==> src/common/vfl_defs.svh <==
// Offsets, field positions, reset values and codes for the vector fault unit
`ifndef VFL_DEFS_SVH
`define VFL_DEFS_SVH
// ----------------------------------------------------------------
// Register byte offsets
// ----------------------------------------------------------------
`define VFL_TOP_TRAP_OFF 8'h00
`define VFL_HYP_TRAP_OFF 8'h04
`define VFL_HYP_CFG_OFF 8'h08
`define VFL_KERN_ACC_OFF 8'h0c
`define VFL_LEN_K_OFF 8'h10
`define VFL_LEN_H_OFF 8'h14
`define VFL_LEN_T_OFF 8'h18
`define VFL_CTX_OFF 8'h1c
`define VFL_SYND_OFF 8'h20
`define VFL_FADDR_OFF 8'h24
`define VFL_RADDR_OFF 8'h28
`define VFL_FFR_OFF 8'h2c
`define VFL_STAT_OFF 8'h30
`define VFL_CMD_OFF 8'h34
// ----------------------------------------------------------------
// Field positions
// ----------------------------------------------------------------
`define VFL_TOP_EN_BIT 8
`define VFL_HYP_TRAP_BIT 8
`define VFL_EN_LO 16
`define VFL_EN_HI 17
`define VFL_E2H_BIT 34
`define VFL_E2H_REG_BIT 2
`define VFL_EC_LO 26
// ----------------------------------------------------------------
// Exception classes, widths and reset values
// ----------------------------------------------------------------
`define VFL_EC_VEC_TRAP 6'h19
`define VFL_EC_DABT_LOW 6'h24
`define VFL_EC_DABT_CUR 6'h25
`define VFL_LEN_BITS 4
`define VFL_RST_LEN 4'h0
`define VFL_RST_FFR 16'hffff
`define VFL_LANE_BITS 128
`endif

==> src/common/vfl_pkg.sv <==
// Types shared by the vector fault and length unit
package vfl_pkg;
  typedef enum logic [3:0] {
    VFL_IDLE = 4'b0001,
    VFL_LOAD = 4'b0010,
    VFL_TRAP = 4'b0100,
    VFL_DONE = 4'b1000
  } vfl_state_t;
  typedef enum logic [1:0] {
    VFL_OP_NORMAL = 2'h0,
    VFL_OP_FIRST = 2'h1,
    VFL_OP_NOFAULT = 2'h2,
    VFL_OP_STORE = 2'h3
  } vfl_op_t;
endpackage : vfl_pkg

==> src/rtl/vfl_ctrl.sv <==
// Vector trap, fault reporting and vector length control unit
`timescale 1ns/1ps
`include "vfl_defs.svh"
module vfl_ctrl #(
  parameter int ELEMS = 16,
  parameter int MAX_LEN = 15
) (
  input wire logic aclk,
  input wire logic aresetn,
  input wire logic ce,
  input wire logic [7:0] s_axi_awaddr,
  input wire logic s_axi_awvalid,
  output logic s_axi_awready,
  input wire logic [31:0] s_axi_wdata,
  input wire logic [3:0] s_axi_wstrb,
  input wire logic s_axi_wvalid,
  output logic s_axi_wready,
  output logic [1:0] s_axi_bresp,
  output logic s_axi_bvalid,
  input wire logic s_axi_bready,
  input wire logic [7:0] s_axi_araddr,
  input wire logic s_axi_arvalid,
  output logic s_axi_arready,
  output logic [31:0] s_axi_rdata,
  output logic [1:0] s_axi_rresp,
  output logic s_axi_rvalid,
  input wire logic s_axi_rready,
  input wire logic vec_req,
  input wire logic [1:0] vec_level,
  input wire logic mem_op_valid,
  input wire logic [1:0] mem_op,
  input wire logic [ELEMS-1:0] elem_active,
  input wire logic [ELEMS-1:0] elem_fault,
  input wire logic [ELEMS-1:0] elem_suppress,
  input wire logic [31:0] fault_addr_in,
  input wire logic mem_from_lower,
  input wire logic fetch_abort_prefix,
  input wire logic fetch_abort_main,
  input wire logic [31:0] prefix_pc,
  input wire logic [31:0] main_pc,
  input wire logic prefix_changed_state,
  input wire logic async_irq,
  output logic trap_q,
  output logic data_abort_q,
  output logic restart_q,
  output logic [`VFL_LEN_BITS-1:0] eff_len_q,
  output logic [ELEMS-1:0] ffr_out_q
);
  // ----------------------------------------------------------------
  // Register state
  // ----------------------------------------------------------------
  logic top_en_q, hyp_trap_q, e2h_q;
  logic [1:0] hyp_en_q, kern_en_q;
  logic [`VFL_LEN_BITS-1:0] len_k_q, len_h_q, len_t_q;
  logic [1:0] ctx_q;
  logic [31:0] synd_q, faddr_q, raddr_q;
  logic [ELEMS-1:0] ffr_q;
  logic [31:0] rdata_q;
  logic aw_q, w_q, bv_q, rv_q, bad_w_q, bad_r_q;
  logic awrdy_q, wrdy_q, ardy_q;
  logic [7:0] awaddr_q;
  logic [31:0] wdata_q;
  vfl_pkg::vfl_state_t st_q;

  // Round a requested field down to a supported power-of-two length
  function automatic logic [`VFL_LEN_BITS-1:0] pow2_len(
    input logic [`VFL_LEN_BITS-1:0] f);
    logic [`VFL_LEN_BITS-1:0] r;
    logic [`VFL_LEN_BITS:0] n;
    r = '0;
    n = {1'b0, f} + 5'h01;
    for (int i = 0; i <= `VFL_LEN_BITS; i++) begin
      if (n[i]) begin
        r = 4'((5'h01 << i) - 5'h01);
      end
    end
    if (r > 4'(MAX_LEN)) r = 4'(MAX_LEN);
    return r;
  endfunction : pow2_len

  // ----------------------------------------------------------------
  // Trap decode
  // ----------------------------------------------------------------
  wire hyp_blk = e2h_q ? (hyp_en_q == 2'h0) : hyp_trap_q;
  wire kern_blk = (kern_en_q == 2'h0) && (vec_level == 2'h0 ||
                  vec_level == 2'h1);
  wire top_blk = !top_en_q;
  wire vec_blk = top_blk || (vec_level != 2'h3 && hyp_blk) || kern_blk;
  wire lvl_dis_k = top_blk || hyp_blk || kern_blk || ctx_q[0];
  wire lvl_dis_h = top_blk || hyp_blk || ctx_q[1];
  // Disabled level reads its length as zero except to software
  wire [3:0] len_k_eff = lvl_dis_k ? 4'h0 : len_k_q;
  wire [3:0] len_h_eff = lvl_dis_h ? 4'h0 : len_h_q;
  wire [3:0] len_t_eff = top_blk ? 4'h0 : len_t_q;
  wire [3:0] min_th = len_t_eff < len_h_eff ? len_t_eff : len_h_eff;
  wire [3:0] min_all = min_th < len_k_eff ? min_th : len_k_eff;
  wire [3:0] cur_len = vec_level == 2'h3 ? len_t_eff :
                       vec_level == 2'h2 ? min_th : min_all;
  wire [3:0] eff_len_d = pow2_len(cur_len);

  // ----------------------------------------------------------------
  // Memory fault decode
  // ----------------------------------------------------------------
  // Faults come pre-classified: translation, alignment, external, watch
  wire [ELEMS-1:0] act_fault =
    elem_fault & elem_active;
  wire [ELEMS-1:0] first_act = elem_active & (~elem_active + 1'b1);
  wire first_faults = |(first_act & elem_fault);
  wire is_nf = mem_op == vfl_pkg::VFL_OP_NOFAULT;
  wire is_ff = mem_op == vfl_pkg::VFL_OP_FIRST;
  // First element of a first-fault load cannot be suppressed
  wire [ELEMS-1:0] nf_bad = elem_active & (elem_fault |
       (is_ff ? elem_suppress & ~first_act : elem_suppress));
  wire [ELEMS-1:0] nf_low = nf_bad & (~nf_bad + 1'b1);
  wire [ELEMS-1:0] nf_clear = nf_low == '0 ? '0 : ~(nf_low - 1'b1);
  wire soft_op = is_nf || (is_ff && !first_faults);
  wire hard_fault = !soft_op && (|act_fault);
  wire [5:0] dabt_ec = mem_from_lower ? `VFL_EC_DABT_LOW : `VFL_EC_DABT_CUR;
  wire [31:0] fetch_fa = fetch_abort_prefix ? prefix_pc : main_pc;
  wire [31:0] pair_ra = prefix_changed_state ? main_pc : prefix_pc;

  // ----------------------------------------------------------------
  // AXI4-Lite decode
  // ----------------------------------------------------------------
  wire aw_take = s_axi_awvalid && !aw_q;
  wire w_take = s_axi_wvalid && !w_q;
  wire [7:0] wa = aw_take ? s_axi_awaddr : awaddr_q;
  wire [31:0] wd = w_take ? s_axi_wdata : wdata_q;
  wire wr_go = (aw_q || aw_take) && (w_q || w_take) && !bv_q;
  wire ffr_set = wr_go && wa == `VFL_CMD_OFF && wd[0];
  wire wr_ok = wa <= `VFL_CMD_OFF && wa[1:0] == 2'h0;
  wire ar_take = s_axi_arvalid && !rv_q;
  wire rd_ok = s_axi_araddr <= `VFL_CMD_OFF && s_axi_araddr[1:0] == 2'h0;
  logic [31:0] rd_mux;
  always_comb begin
    rd_mux = 32'h0;
    unique case (s_axi_araddr)
      `VFL_TOP_TRAP_OFF: rd_mux[`VFL_TOP_EN_BIT] = top_en_q;
      `VFL_HYP_TRAP_OFF: rd_mux = {14'h0, hyp_en_q, 7'h0, hyp_trap_q, 8'h0};
      `VFL_HYP_CFG_OFF: rd_mux[`VFL_E2H_REG_BIT] = e2h_q;
      `VFL_KERN_ACC_OFF: rd_mux = {14'h0, kern_en_q, 16'h0};
      `VFL_LEN_K_OFF: rd_mux = {28'h0, len_k_q};
      `VFL_LEN_H_OFF: rd_mux = {28'h0, len_h_q};
      `VFL_LEN_T_OFF: rd_mux = {28'h0, len_t_q};
      `VFL_CTX_OFF: rd_mux = {30'h0, ctx_q};
      `VFL_SYND_OFF: rd_mux = synd_q;
      `VFL_FADDR_OFF: rd_mux = faddr_q;
      `VFL_RADDR_OFF: rd_mux = raddr_q;
      `VFL_FFR_OFF: rd_mux = 32'(ffr_q);
      `VFL_STAT_OFF: rd_mux = {24'h0, st_q, eff_len_q};
      default: rd_mux = 32'h0;
    endcase
  end

  // ----------------------------------------------------------------
  // Bus handshake
  // ----------------------------------------------------------------
  always_ff @(posedge aclk) begin
    if (!aresetn) begin
      aw_q <= 1'b0;
      w_q <= 1'b0;
      bv_q <= 1'b0;
      bad_w_q <= 1'b0;
      awrdy_q <= 1'b1;
      wrdy_q <= 1'b1;
      awaddr_q <= 8'h00;
      wdata_q <= 32'h0;
    end else if (ce) begin
      if (aw_take) awaddr_q <= s_axi_awaddr;
      if (w_take) wdata_q <= s_axi_wdata;
      aw_q <= wr_go ? 1'b0 : (aw_q || aw_take);
      w_q <= wr_go ? 1'b0 : (w_q || w_take);
      // Ready kept in its own flop so the port is registered
      awrdy_q <= wr_go || !(aw_q || aw_take);
      wrdy_q <= wr_go || !(w_q || w_take);
      if (wr_go) begin
        bv_q <= 1'b1;
        bad_w_q <= !wr_ok;
      end else if (s_axi_bready) begin
        bv_q <= 1'b0;
      end
    end
  end
  always_ff @(posedge aclk) begin
    if (!aresetn) begin
      rv_q <= 1'b0;
      bad_r_q <= 1'b0;
      rdata_q <= 32'h0;
      ardy_q <= 1'b1;
    end else if (ce) begin
      if (ar_take) begin
        rv_q <= 1'b1;
        rdata_q <= rd_mux;
        ardy_q <= 1'b0;
        bad_r_q <= !rd_ok;
      end else if (s_axi_rready) begin
        rv_q <= 1'b0;
        ardy_q <= 1'b1;
      end
    end
  end
  // Ready is held low once a beat is parked, which stalls the master
  always_comb begin
    s_axi_awready = awrdy_q;
    s_axi_wready = wrdy_q;
    s_axi_bvalid = bv_q;
    s_axi_bresp = bad_w_q ? 2'h2 : 2'h0;
    s_axi_arready = ardy_q;
    s_axi_rvalid = rv_q;
    s_axi_rdata = rdata_q;
    s_axi_rresp = bad_r_q ? 2'h2 : 2'h0;
  end

  // ----------------------------------------------------------------
  // Control registers
  // ----------------------------------------------------------------
  always_ff @(posedge aclk) begin
    if (!aresetn) begin
      top_en_q <= 1'b0;
      hyp_trap_q <= 1'b1;
      hyp_en_q <= 2'h0;
      e2h_q <= 1'b0;
      kern_en_q <= 2'h0;
      len_k_q <= `VFL_RST_LEN;
      len_h_q <= `VFL_RST_LEN;
      len_t_q <= `VFL_RST_LEN;
      ctx_q <= 2'h0;
    end else if (ce && wr_go) begin
      unique case (wa)
        `VFL_TOP_TRAP_OFF: top_en_q <= wd[`VFL_TOP_EN_BIT];
        `VFL_HYP_TRAP_OFF: begin
          hyp_trap_q <= wd[`VFL_HYP_TRAP_BIT];
          hyp_en_q <= wd[`VFL_EN_HI:`VFL_EN_LO];
        end
        `VFL_HYP_CFG_OFF: e2h_q <= wd[`VFL_E2H_REG_BIT];
        `VFL_KERN_ACC_OFF: kern_en_q <= wd[`VFL_EN_HI:`VFL_EN_LO];
        // Stored exactly as written; rounding happens on use
        `VFL_LEN_K_OFF: len_k_q <= wd[3:0];
        `VFL_LEN_H_OFF: len_h_q <= wd[3:0];
        `VFL_LEN_T_OFF: len_t_q <= wd[3:0];
        `VFL_CTX_OFF: ctx_q <= wd[1:0];
        default: ;
      endcase
    end
  end

  // ----------------------------------------------------------------
  // Exception state machine
  // ----------------------------------------------------------------
  wire pair_abort = fetch_abort_prefix || fetch_abort_main;
  vfl_pkg::vfl_state_t st_d;
  always_comb begin
    st_d = vfl_pkg::VFL_IDLE;
    unique case (st_q)
      vfl_pkg::VFL_IDLE:
        st_d = (vec_req && vec_blk) ? vfl_pkg::VFL_TRAP :
               mem_op_valid ? vfl_pkg::VFL_LOAD : vfl_pkg::VFL_IDLE;
      vfl_pkg::VFL_LOAD: st_d = vfl_pkg::VFL_DONE;
      vfl_pkg::VFL_TRAP: st_d = vfl_pkg::VFL_DONE;
      vfl_pkg::VFL_DONE: st_d = vfl_pkg::VFL_IDLE;
      default: st_d = vfl_pkg::VFL_IDLE;
    endcase
  end
  always_ff @(posedge aclk) begin
    if (!aresetn) begin
      st_q <= vfl_pkg::VFL_IDLE;
      trap_q <= 1'b0;
      data_abort_q <= 1'b0;
      restart_q <= 1'b0;
      synd_q <= 32'h0;
      faddr_q <= 32'h0;
      raddr_q <= 32'h0;
      eff_len_q <= `VFL_RST_LEN;
    end else if (ce) begin
      st_q <= st_d;
      // Datapath hides lanes past this length
      eff_len_q <= eff_len_d;
      trap_q <= st_q == vfl_pkg::VFL_IDLE && vec_req && vec_blk;
      data_abort_q <= mem_op_valid &&
                      hard_fault;
      // Whole instruction reissued; no partial progress kept
      restart_q <= async_irq || (mem_op_valid && hard_fault);
      if (st_q == vfl_pkg::VFL_IDLE && vec_req && vec_blk) begin
        synd_q <= {`VFL_EC_VEC_TRAP, 26'h0};
      end else if (mem_op_valid && hard_fault) begin
        synd_q <= {dabt_ec, 26'h0};
        faddr_q <= fault_addr_in;
      end else if (pair_abort) begin
        synd_q <= {`VFL_EC_DABT_CUR, 26'h0};
        faddr_q <= fetch_fa;
        raddr_q <= pair_ra;
      end
    end
  end

  // ----------------------------------------------------------------
  // First-fault predicate
  // ----------------------------------------------------------------
  // Loads only clear bits so the register stays true then false
  always_ff @(posedge aclk) begin
    if (!aresetn) begin
      ffr_q <= ELEMS'(`VFL_RST_FFR);
    end else if (ce) begin
      if (mem_op_valid && soft_op) begin
        ffr_q <= ffr_q & ~nf_clear;
      end else if (ffr_set) begin
        ffr_q <= '1;
      end
    end
  end
  // Datapath zeroes or keeps lanes whose bit is false
  always_ff @(posedge aclk) begin
    if (!aresetn) ffr_out_q <= ELEMS'(`VFL_RST_FFR);
    else if (ce) ffr_out_q <= ffr_q;
  end
endmodule : vfl_ctrl

==> config.mk <==
export PLATFORM = sky130hd
export DESIGN_NAME = vfl_ctrl
export DESIGN_NICKNAME = d
export VERILOG_FILES = /design/src/common/vfl_pkg.sv /design/src/rtl/vfl_ctrl.sv
export VERILOG_INCLUDE_DIRS = /design/src /design/src/common
export SDC_FILE = /design/constraint.sdc
export NUM_CORES = 1
export LEC_CHECK = 0
export ABC_CLOCK_PERIOD_IN_PS = 11150
export BUFFER_PORTS_ARGS = -buffer_cell sky130_fd_sc_hd__buf_2
export CORE_ASPECT_RATIO = 0.9
export CORE_MARGIN = 3
export CORE_UTILIZATION = 30
export DETAILED_ROUTE_END_ITERATION = 10
export MAX_ROUTING_LAYER = met4
export PLACE_DENSITY = 0.58
export SLEW_MARGIN = 20
export SYNTH_ARGS = -nofsm -noshare
export SYNTH_HDL_FRONTEND = slang
export SYNTH_SLANG_ARGS = --single-unit
==> constraint.sdc <==
create_clock -name aclk -period 11.15 [get_ports aclk]
set_input_delay 2.23 -clock aclk [delete_from_list [all_inputs] [get_ports aclk]]
set_output_delay 2.23 -clock aclk [all_outputs]
set_load 0.005 [all_outputs]
==> results of run 1 <==
worst reg2reg max path, cell delays in order, from the launching register on:
cell and delay, ns:
dfxtp_1 0.52, nor2b_1 0.21, and3_1 0.26, nand2_1 0.11, ha_1 0.35, a211oi_1 0.29, nand2_1 0.11, o21ai_2 0.24
mux2i_1 0.32, ha_1 0.23, a21o_1 0.09, nand3_1 0.07, o211a_1 0.17, a31oi_4 0.25, mux2_2 0.38, nor2_1 0.13
ha_1 0.26, or3_1 0.35, o221ai_1 0.15, a21oi_1 0.06
where the power goes:
| part | total (mW) | switching, mW | internal [mW] |
|---|---|---|---|
| logic | 0.231 | 0.135 | 0.0954 |
| registers | 0.725 | 0.0234 | 0.702 |
| clock network | 0.623 | 0.318 | 0.304 |
| total | 1.58 | 0.477 | 1.10 |
cells in the final DEF (no fill, tap or decap), drive strengths merged, types with 17 or more instances in the layout:
cell type / synthesis / routed
a31oi: 18 / 18
buf: 28 / 260
o21ai: 50 / 50
a22oi: 33 / 33
a21oi: 92 / 92
mux2i: 103 / 103
a32o: 33 / 33
nor3: 25 / 25
dfxtp: 187 / 187
nor2: 152 / 152
nand3: 19 / 19
or2: 36 / 36
a211oi: 35 / 35
clkbuf: 55 / 17
inv: 15 / 21
nand2: 159 / 159
path summary, 6_finish.rpt:
| kind | end | slack, ns | from | depth (start not counted) |
|---|---|---|---|---|
| worst max-delay path | eff_len_q[0]$_SDFFE_PN0P_ | 6.24 | vec_level[1] | 15 |
| worst min-delay path | synd_q[28]$_SDFFE_PN0P_ | 0.46 | synd_q[28]$_SDFFE_PN0P_ | 2 |
| worst max register to register | eff_len_q[0]$_SDFFE_PN0P_ | 6.49 | top_en_q$_SDFFE_PN0P_ | 19 |
| worst min register to register | synd_q[28]$_SDFFE_PN0P_ | 0.46 | synd_q[28]$_SDFFE_PN0P_ | 2 |
stage by stage:
| stage | instances | power (mW) |
|---|---|---|
| 4_1_cts | 1819 | 1.60 |
| 5_1_grt | 1822 | 1.65 |
| 3_5_place_dp | 1787 | 0.969 |
| 3_3_place_gp | 1787 | 0.965 |
| 2_1_floorplan | 1195 | 0.877 |
| 6_report | 1822 | 1.58 |
cell families (layout without fill, tap and decap cells):
group           count (synthesis)  count (layout)  share of synthesized area [%]
xor+xnor                        1               1                         0.0889
fa+ha+maj                       9               9                           1.14
simple gates                  465             465                           21.8
other cells                     1               4                         0.0380
flops                         187             187                           38.0
buf+inv                        98             307                           4.68
compound gates                318             318                           22.5
mux                           115             115                           11.8
registers in the layout (all words and copies together) (netlist names), 2 cells and up:
signal and count:
ffr_out_q 16, ffr_q 16, kern_en_q 2, ctx_q 2, len_h_q 4, raddr_q 32
faddr_q 32, synd_q 3, wdata_q 7, len_k_q 4, st_q 4, awaddr_q 8
s_axi_rdata 32, hyp_en_q 2, eff_len_q 4, len_t_q 4
area by class of cell:
type                       instances  area (sq um)
antenna                            2          5.00
clock buffer                      17           425
clock inverter                    15           173
fill                            3428         20200
inverter                          15          57.6
multi-input combinational        910          5680
sequential                       187          3740
tap                              416           520
timing repair buffer             260          1360
routing by layer:
layer  up-vias  track usage, %
li1       4703               -
met2       271            30.4
met5         -               -
met1      4531            26.7
met4         0            3.65
met3        21            3.95
==> impl_metrics.json, run 1 <==
{
  "io_pins": 279,
  "gp_congestion": 0.900,
  "grt_overflow_total": 0,
  "timing.final.ws_setup_ns": 6.24,
  "routedWlPerCell_um": 18.7,
  "grt_pass1_wl_um": 51800,
  "synth_top_area_share_pct": 38.0,
  "clk_path_buf_depth": 2,
  "place_area_sq_um": 11300,
  "finalCritPeriodShare_pct": 44.1,
  "timing.critical_path.arrival_ns": 5.23,
  "dp_slack_ns": 5.81,
  "cpLargestDelayFamily": "simple AND/OR/NAND/NOR gates",
  "worstSetupEndpointType": "flop",
  "final_nets": 1615,
  "synth_area_leader_cell": "dfxtp_1",
  "synth_seq_cells": 187,
  "grt_usage_pct": 19.6,
  "cpMaxStageDelayCell": "and4b_1",
  "status": "completed",
  "dpl.hpwl_um": 24900,
  "htree_num_levels": 4,
  "clockRootBuffer": "clkbuf_16",
  "fmax_ghz": 0.203,
  "skew_ns": 0.00988,
  "cp_num_buf_inv": 1,
  "grt_antenna_before_repair": 2,
  "maxCapViolCount": 0,
  "async_flop_share_pct": 0,
  "wl_met1_um": 16200,
  "relSlewSlack_pct": 26.0,
  "final-setup-viol-count": 0,
  "critical_path_class": "input port to flop",
  "dr_wl_met2_um": 15500,
  "drt-initial-drc-count": 598,
  "setup_tns_ns": 0,
  "grt_max_degree": 65,
  "viasPerCell": 5.23,
  "routed.top_layer": "met4",
  "cts_buffers": 17,
  "drc": 0,
  "dr_wl_met3_um": 2030,
  "yosysWarnings": 0,
  "portBuffers": 247,
  "crit_fanout": 7,
  "drt_first_pass_iters": 5,
  "ir_worst_vdd_uv": 99.1,
  "ys_types": 79,
  "utilization_pct": 37.2,
  "synth_area_leaders": "dfxtp_1, mux2i_1, nand2_1",
  "crit_path_start_kind": "input port",
  "cts_resized": 0,
  "start_util_pct": 30.7,
  "die_area_sq_um": 35100,
  "slowest_delay_ns": 0.40,
  "synthToLayoutAreaGrowth_pct": 21.3,
  "ant_nets": 0,
  "rsz0062_at_grt": "no",
  "cpMostUsedCell": "ha_1",
  "fp-row-count": 62,
  "holdWs_ns": 0.458,
  "final_max_slew_viol_count": 0,
  "vias": 9526,
  "powerDensity_nw_per_um2": 132,
  "drive_gt1_share_pct": 23.4,
  "clock_sinks": 187,
  "grt_pass1_vias": 9017,
  "coreArea_sq_um": 32100,
  "ys.flop_type": "dfxtp_1",
  "cts_tree": "done",
  "synthCells": 1194,
  "clk_pin_slew_ns": 0.08,
  "synth.most_common_cell": "dfxtp_1",
  "hold_viol": 0,
  "insertion_delay_ns": 0.44,
  "hold_buffers": 0,
  "hold_class": "flop to flop",
  "cts_setup_buffers": 0,
  "required_ns": 11.46,
  "path_cells": "buf_2, o31ai_1, and4b_1, nand2_1, ha_1, a21o_1, nand3_1, o211a_1, a31oi_4, mux2_2, nor2_1, ha_1, or3_1, o221ai_1, a21oi_1",
  "p_leak_nw": 4.95,
  "avgSynthCellArea_sq_um": 8.26,
  "tightest_slew_ns": 1.11,
  "die_y_um": 178,
  "synth_common_cells": "dfxtp_1, nand2_1, nor2_1, mux2i_1, a21oi_1",
  "fin_area_sq_um": 12000,
  "die_w_um": 197,
  "period_minus_slack_ns": 4.91,
  "ys_seq_area_share_pct": 38.0,
  "routed_wl_um": 34100,
  "netlist_area_sq_um": 9860,
  "synth-edff-count": 0
}
Note: power is estimated with default switching activity, not from simulation.
==> inputs of run 2 (changes only) <==
Settings changed: ABC_AREA set to 1, ABC_CLOCK_PERIOD_IN_PS 11150 to 4700.
Clock period 11.15 ns to 4.7 ns, I/O delays scaled along.
==> impl_metrics.json, run 2 <==
{
  "period_minus_slack_ns": 3.78,
  "hold_class": "flop to flop",
  "vias": 10300,
  "grt_usage_pct": 20.2,
  "final_max_slew_viol_count": 0,
  "yosysWarnings": 0,
  "layout_commonest_cell": "nand2_1",
  "fp-row-count": 61,
  "relSlewSlack_pct": 29.4,
  "power_switching_mw": 1.10,
  "cpMaxStageDelayCell": "dfxtp_1",
  "synthCells": 1445,
  "drc": 0,
  "gp_congestion": 0.905,
  "grt_max_degree": 69,
  "mostFrequentLayoutCells": "nand2_1, buf_2, dfxtp_1",
  "cts_tree": "done",
  "critical_path_class": "flop to flop",
  "timing.critical_path.arrival_ns": 4.10,
  "die_area_sq_um": 34600,
  "grt_pass1_wl_um": 54100,
  "io_pins": 279,
  "ir_worst_vdd_uv": 249,
  "dpl.hpwl_um": 25600,
  "synth_area_leaders": "dfxtp_1, nand2_1, o21ai_0",
  "multi_input_area_sq_um": 4910,
  "crit_path_start_kind": "flop",
  "viasPerCell": 4.99,
  "power.share.sequential_pct": 47.2,
  "tightest_slew_ns": 1.06,
  "ys_seq_area_share_pct": 38.5,
  "die_w_um": 196,
  "synthToLayoutAreaGrowth_pct": 21.3,
  "clock_sinks": 187,
  "required_ns": 5.02,
  "setup_tns_ns": 0,
  "htree_num_levels": 4,
  "avgSynthCellArea_sq_um": 6.73,
  "utilization_pct": 37.5,
  "slowest_delay_ns": 0.37,
  "synth_common_cells": "nand2_1, dfxtp_1, inv_1, o21ai_0, a21oi_1",
  "hold_viol": 0,
  "finalCritPeriodShare_pct": 80.4,
  "seq_area_sq_um": 3740,
  "worstSetupEndpointType": "flop",
  "p_int_mw": 2.56,
  "p_comb_share_pct": 15.3,
  "cts_buffers": 17,
  "clkPwrFrac_pct": 37.6,
  "grt_overflow_total": 0,
  "clockRootBuffer": "clkbuf_16",
  "synth-edff-count": 0,
  "routedWlPerCell_um": 16.9,
  "ant_nets": 0,
  "coreArea_sq_um": 31400,
  "drt_first_pass_iters": 5,
  "status": "completed",
  "netlist_area_sq_um": 9720,
  "insertion_delay_ns": 0.43,
  "hold_buffers": 0,
  "rsz0062_at_grt": "no",
  "synth_area_leader_cell": "dfxtp_1",
  "clk_pin_slew_ns": 0.08,
  "powerDensity_nw_per_um2": 310,
  "skew_ns": 0.0172,
  "grt_pass1_vias": 9778,
  "final-setup-viol-count": 0,
  "start_util_pct": 30.9,
  "async_flop_share_pct": 0,
  "fmax_ghz": 0.264,
  "cts_setup_buffers": 0,
  "ys.flop_type": "dfxtp_1",
  "p_sw_share_pct": 30.0,
  "synth_top_area_share_pct": 38.5,
  "grt_antenna_before_repair": 2,
  "cpMostUsedCell": "nand2_1",
  "routed_wl_um": 34900,
  "clk_path_buf_depth": 2,
  "synth_seq_cells": 187,
  "ys_types": 48,
  "drive_gt1_share_pct": 19.8,
  "cts_resized": 0,
  "portBuffers": 247,
  "drt-initial-drc-count": 706,
  "n_fill_cell": 3509,
  "maxCapViolCount": 0,
  "die_y_um": 177,
  "synth.most_common_cell": "nand2_1",
  "final_nets": 1869,
  "crit_fanout": 5,
  "p_leak_nw": 5.45
}
-- run 2: path summary, 6_finish.rpt --
check / start / endpoint / slack [ns] / cells after the start
max reg2reg: hyp_en_q[0]$_SDFFE_PN0P_ / eff_len_q[0]$_SDFFE_PN0P_ / 0.92 / 28
min: ffr_out_q[2]$_SDFFE_PN1P_ / ffr_out_q[2]$_SDFFE_PN1P_ / 0.46 / 2
min reg2reg: ffr_out_q[2]$_SDFFE_PN1P_ / ffr_out_q[2]$_SDFFE_PN1P_ / 0.46 / 2
max: hyp_en_q[0]$_SDFFE_PN0P_ / eff_len_q[0]$_SDFFE_PN0P_ / 0.92 / 28
-- run 2: per-layer routing --
layer	up-vias	GRT usage (%)	part of all wire [%]
li1	5245	-	-
met1	4741	27.7	48
met2	301	31.7	45
met3	27	2.72	5.3
met4	0	5.05	1.5
met5	-	-	0
-- run 2: through the flow --
stage | instances | area, sq um | hold WS [ns] | worst slack [ns] | power (mW)
after global routing | 2067 | 11800 | 0.479 | 0.333 | 3.84
after global placement | 2035 | 11300 | 0.434 | 0.966 | 2.31
after detailed placement | 2035 | 11300 | 0.442 | 0.906 | 2.32
after floorplan | 1446 | 9720 | 0.426 | 1.49 | 2.09
after CTS | 2065 | 11800 | 0.461 | 0.947 | 3.69
final | 2067 | 11800 | 0.456 | 0.919 | 3.65
-- run 2: worst max-delay path, delay by kind of cell (launching register included) --
| family | cells | cell delay [ns] |
|---|---|---|
| simple gates | 18 | 1.72 |
| fa+ha+maj | 3 | 0.82 |
| compound gates | 3 | 0.55 |
| flops | 1 | 0.37 |
| buf+inv | 4 | 0.23 |
-- run 2: cell type report --
cell class	count	area share (%)
antenna	2	0.0424
clock buffer	17	3.61
clock inverter	13	0.944
inverter	189	6.02
multi-input combinational	986	41.6
sequential	187	31.7
tap	409	4.34
timing repair buffer	264	11.7
-- run 2: cell families (layout without fill, tap and decap cells) --
group / count (synthesis) / in the layout / synth area share, %
DFF: 187 / 187 / 38.5
AOI/OAI and AO/OA: 428 / 428 / 25.2
and+or+nand+nor: 546 / 546 / 23.9
xor gates and xnor gates: 1 / 1 / 0.0901
buffers and inverters: 273 / 483 / 11.1
other: 1 / 4 / 0.0386
adders and majority gates: 9 / 9 / 1.16
-- run 2: power groups by stage --
stage | registers, mW | clock network [mW] | logic (mW)
finish | 1.72 | 1.37 | 0.557
global route | 1.73 | 1.47 | 0.632
CTS | 1.72 | 1.40 | 0.559
detailed placement | 1.76 | 0 | 0.556
global placement | 1.76 | 0 | 0.549
floorplan | 1.75 | 0 | 0.339
==> inputs of run 3 (changes only) <==
Settings changed: ABC_CLOCK_PERIOD_IN_PS 4700 to 3200, PLACE_DENSITY 0.58 to 0.6.
Clock period 4.7 ns to 3.2 ns, I/O delays scaled along.
==> impl_metrics.json, run 3 (same netlist as run 2, synthesis figures left out) <==
{
  "viasPerCell": 4.97,
  "synthToLayoutAreaGrowth_pct": 28.4,
  "die_area_sq_um": 34600,
  "drt-initial-drc-count": 642,
  "relSlewSlack_pct": 39.0,
  "grt_antenna_before_repair": 4,
  "die_w_um": 196,
  "cts_tree": "done",
  "timing.critical_path.arrival_ns": 3.71,
  "p_leak_nw": 5.78,
  "routedWlPerCell_um": 16.5,
  "drt_first_pass_iters": 5,
  "critical_path_class": "flop to flop",
  "grt_pass1_vias": 10100,
  "final_max_slew_viol_count": 0,
  "startpoint": "hyp_en_q[1]$_SDFFE_PN0P_",
  "timing.rr.start": "hyp_en_q[1]$_SDFFE_PN0P_",
  "ant_nets": 0,
  "crit_path_start_kind": "flop",
  "crit_fanout": 5,
  "final_nets": 1928,
  "clock_sinks": 187,
  "finalCritPeriodShare_pct": 106,
  "ir_worst_vdd_uv": 365,
  "drc": 0,
  "grt_pass1_wl_um": 54700,
  "die_y_um": 177,
  "dp_slack_ns": -0.358,
  "coreArea_sq_um": 31400,
  "grt_usage_pct": 20.3,
  "violations": "negative setup slack",
  "fp-row-count": 61,
  "required_ns": 3.51,
  "vias": 10600,
  "portBuffers": 247,
  "grt_overflow_total": 0,
  "period_minus_slack_ns": 3.39,
  "cpLargestDelayFamily": "simple AND/OR/NAND/NOR gates",
  "clk_path_buf_depth": 2,
  "drive_gt1_share_pct": 24.5,
  "hold_class": "input port to flop",
  "cts_buffers": 17,
  "grt_max_degree": 69,
  "clockRootBuffer": "clkbuf_16",
  "min_from": "mem_from_lower",
  "maxCapViolCount": 0,
  "clk_pin_slew_ns": 0.07,
  "htree_num_levels": 4,
  "powerDensity_nw_per_um2": 448,
  "cp_num_buf_inv": 5,
  "holdWs_ns": 0.440,
  "gp_congestion": 0.900,
  "layout_commonest_cell": "nand2_1",
  "utilization_pct": 39.7,
  "slowest_delay_ns": 0.33,
  "io_pins": 279,
  "timing.final.ws_setup_ns": -0.194,
  "start_util_pct": 30.9,
  "final-setup-viol-count": 3,
  "insertion_delay_ns": 0.43,
  "cpMaxStageDelayCell": "dfxtp_2",
  "setup_tns_ns": -0.384,
  "hold_viol": 0,
  "cpMostUsedCell": "nand2_1",
  "skew_ns": 0.0144,
  "hold_buffers": 0,
  "mostFrequentLayoutCells": "nand2_1, buf_2, dfxtp_1",
  "fmax_ghz": 0.295,
  "routed_wl_um": 35100,
  "dpl.hpwl_um": 26300,
  "status": "finished, violations left",
  "tightest_slew_ns": 0.915,
  "rsz0062_at_grt": "yes",
  "worstSetupEndpointType": "flop"
}
[run 3: cell types whose count changed in the layout (fill, tap and decap cells not counted), sizes merged]
cell	before	now
bufinv	0	3
clkbuf	17	21
clkinv	1	3
diode	2	4
inv	196	194
clkinvlp	5	0
buf	264	323
[run 3: metrics by stage]
step / cells / cell area (sq um) / power (mW)
final: 2130 / 12500 / 5.59
after global routing: 2130 / 12500 / 5.87
after CTS: 2124 / 12400 / 5.65
after detailed placement: 2081 / 11600 / 3.43
after global placement: 2081 / 11600 / 3.41
after floorplan: 1446 / 9730 / 3.06
[run 3: worst paths after layout]
kind                                end  slack (ns)  depth (start not counted)
min reg2reg  ffr_out_q[14]$_SDFFE_PN1P_        0.45                          2
min             synd_q[26]$_SDFFE_PN0P_        0.44                          2
max reg2reg   eff_len_q[0]$_SDFFE_PN0P_       -0.19                         28
max           eff_len_q[0]$_SDFFE_PN0P_       -0.19                         28
[run 3: what timing repair did]
| action | CTS | global route |
|---|---|---|
| pin swaps | 19 | 23 |
| setup endpoints to repair | 3 | 4 |
| setup buffers | 11 | 3 |
| resized for setup | 22 | 19 |
[run 3: where the power goes]
group / internal (mW) / total [mW] / switching (mW)
clock: 1.27 / 2.22 / 0.951
combinational: 0.307 / 0.842 / 0.535
sequential: 2.46 / 2.53 / 0.0705
total: 4.04 / 5.59 / 1.56
[run 3: per-layer routing]
layer / GRT usage [%] / wire length [um]
met5: - / 0
met2: 32.4 / 16200
met3: 2.89 / 1970
met1: 27.4 / 16300
met4: 5.05 / 592
[run 3: cell type report]
type	count	area, sq um
diodes	4	10.0
clock buffers	21	450
clock inverters	11	156
fillers	3376	19000
inverters	189	709
multi-input cells	986	5070
flip-flops and latches	187	3750
well taps	409	512
repair buffers	323	1820
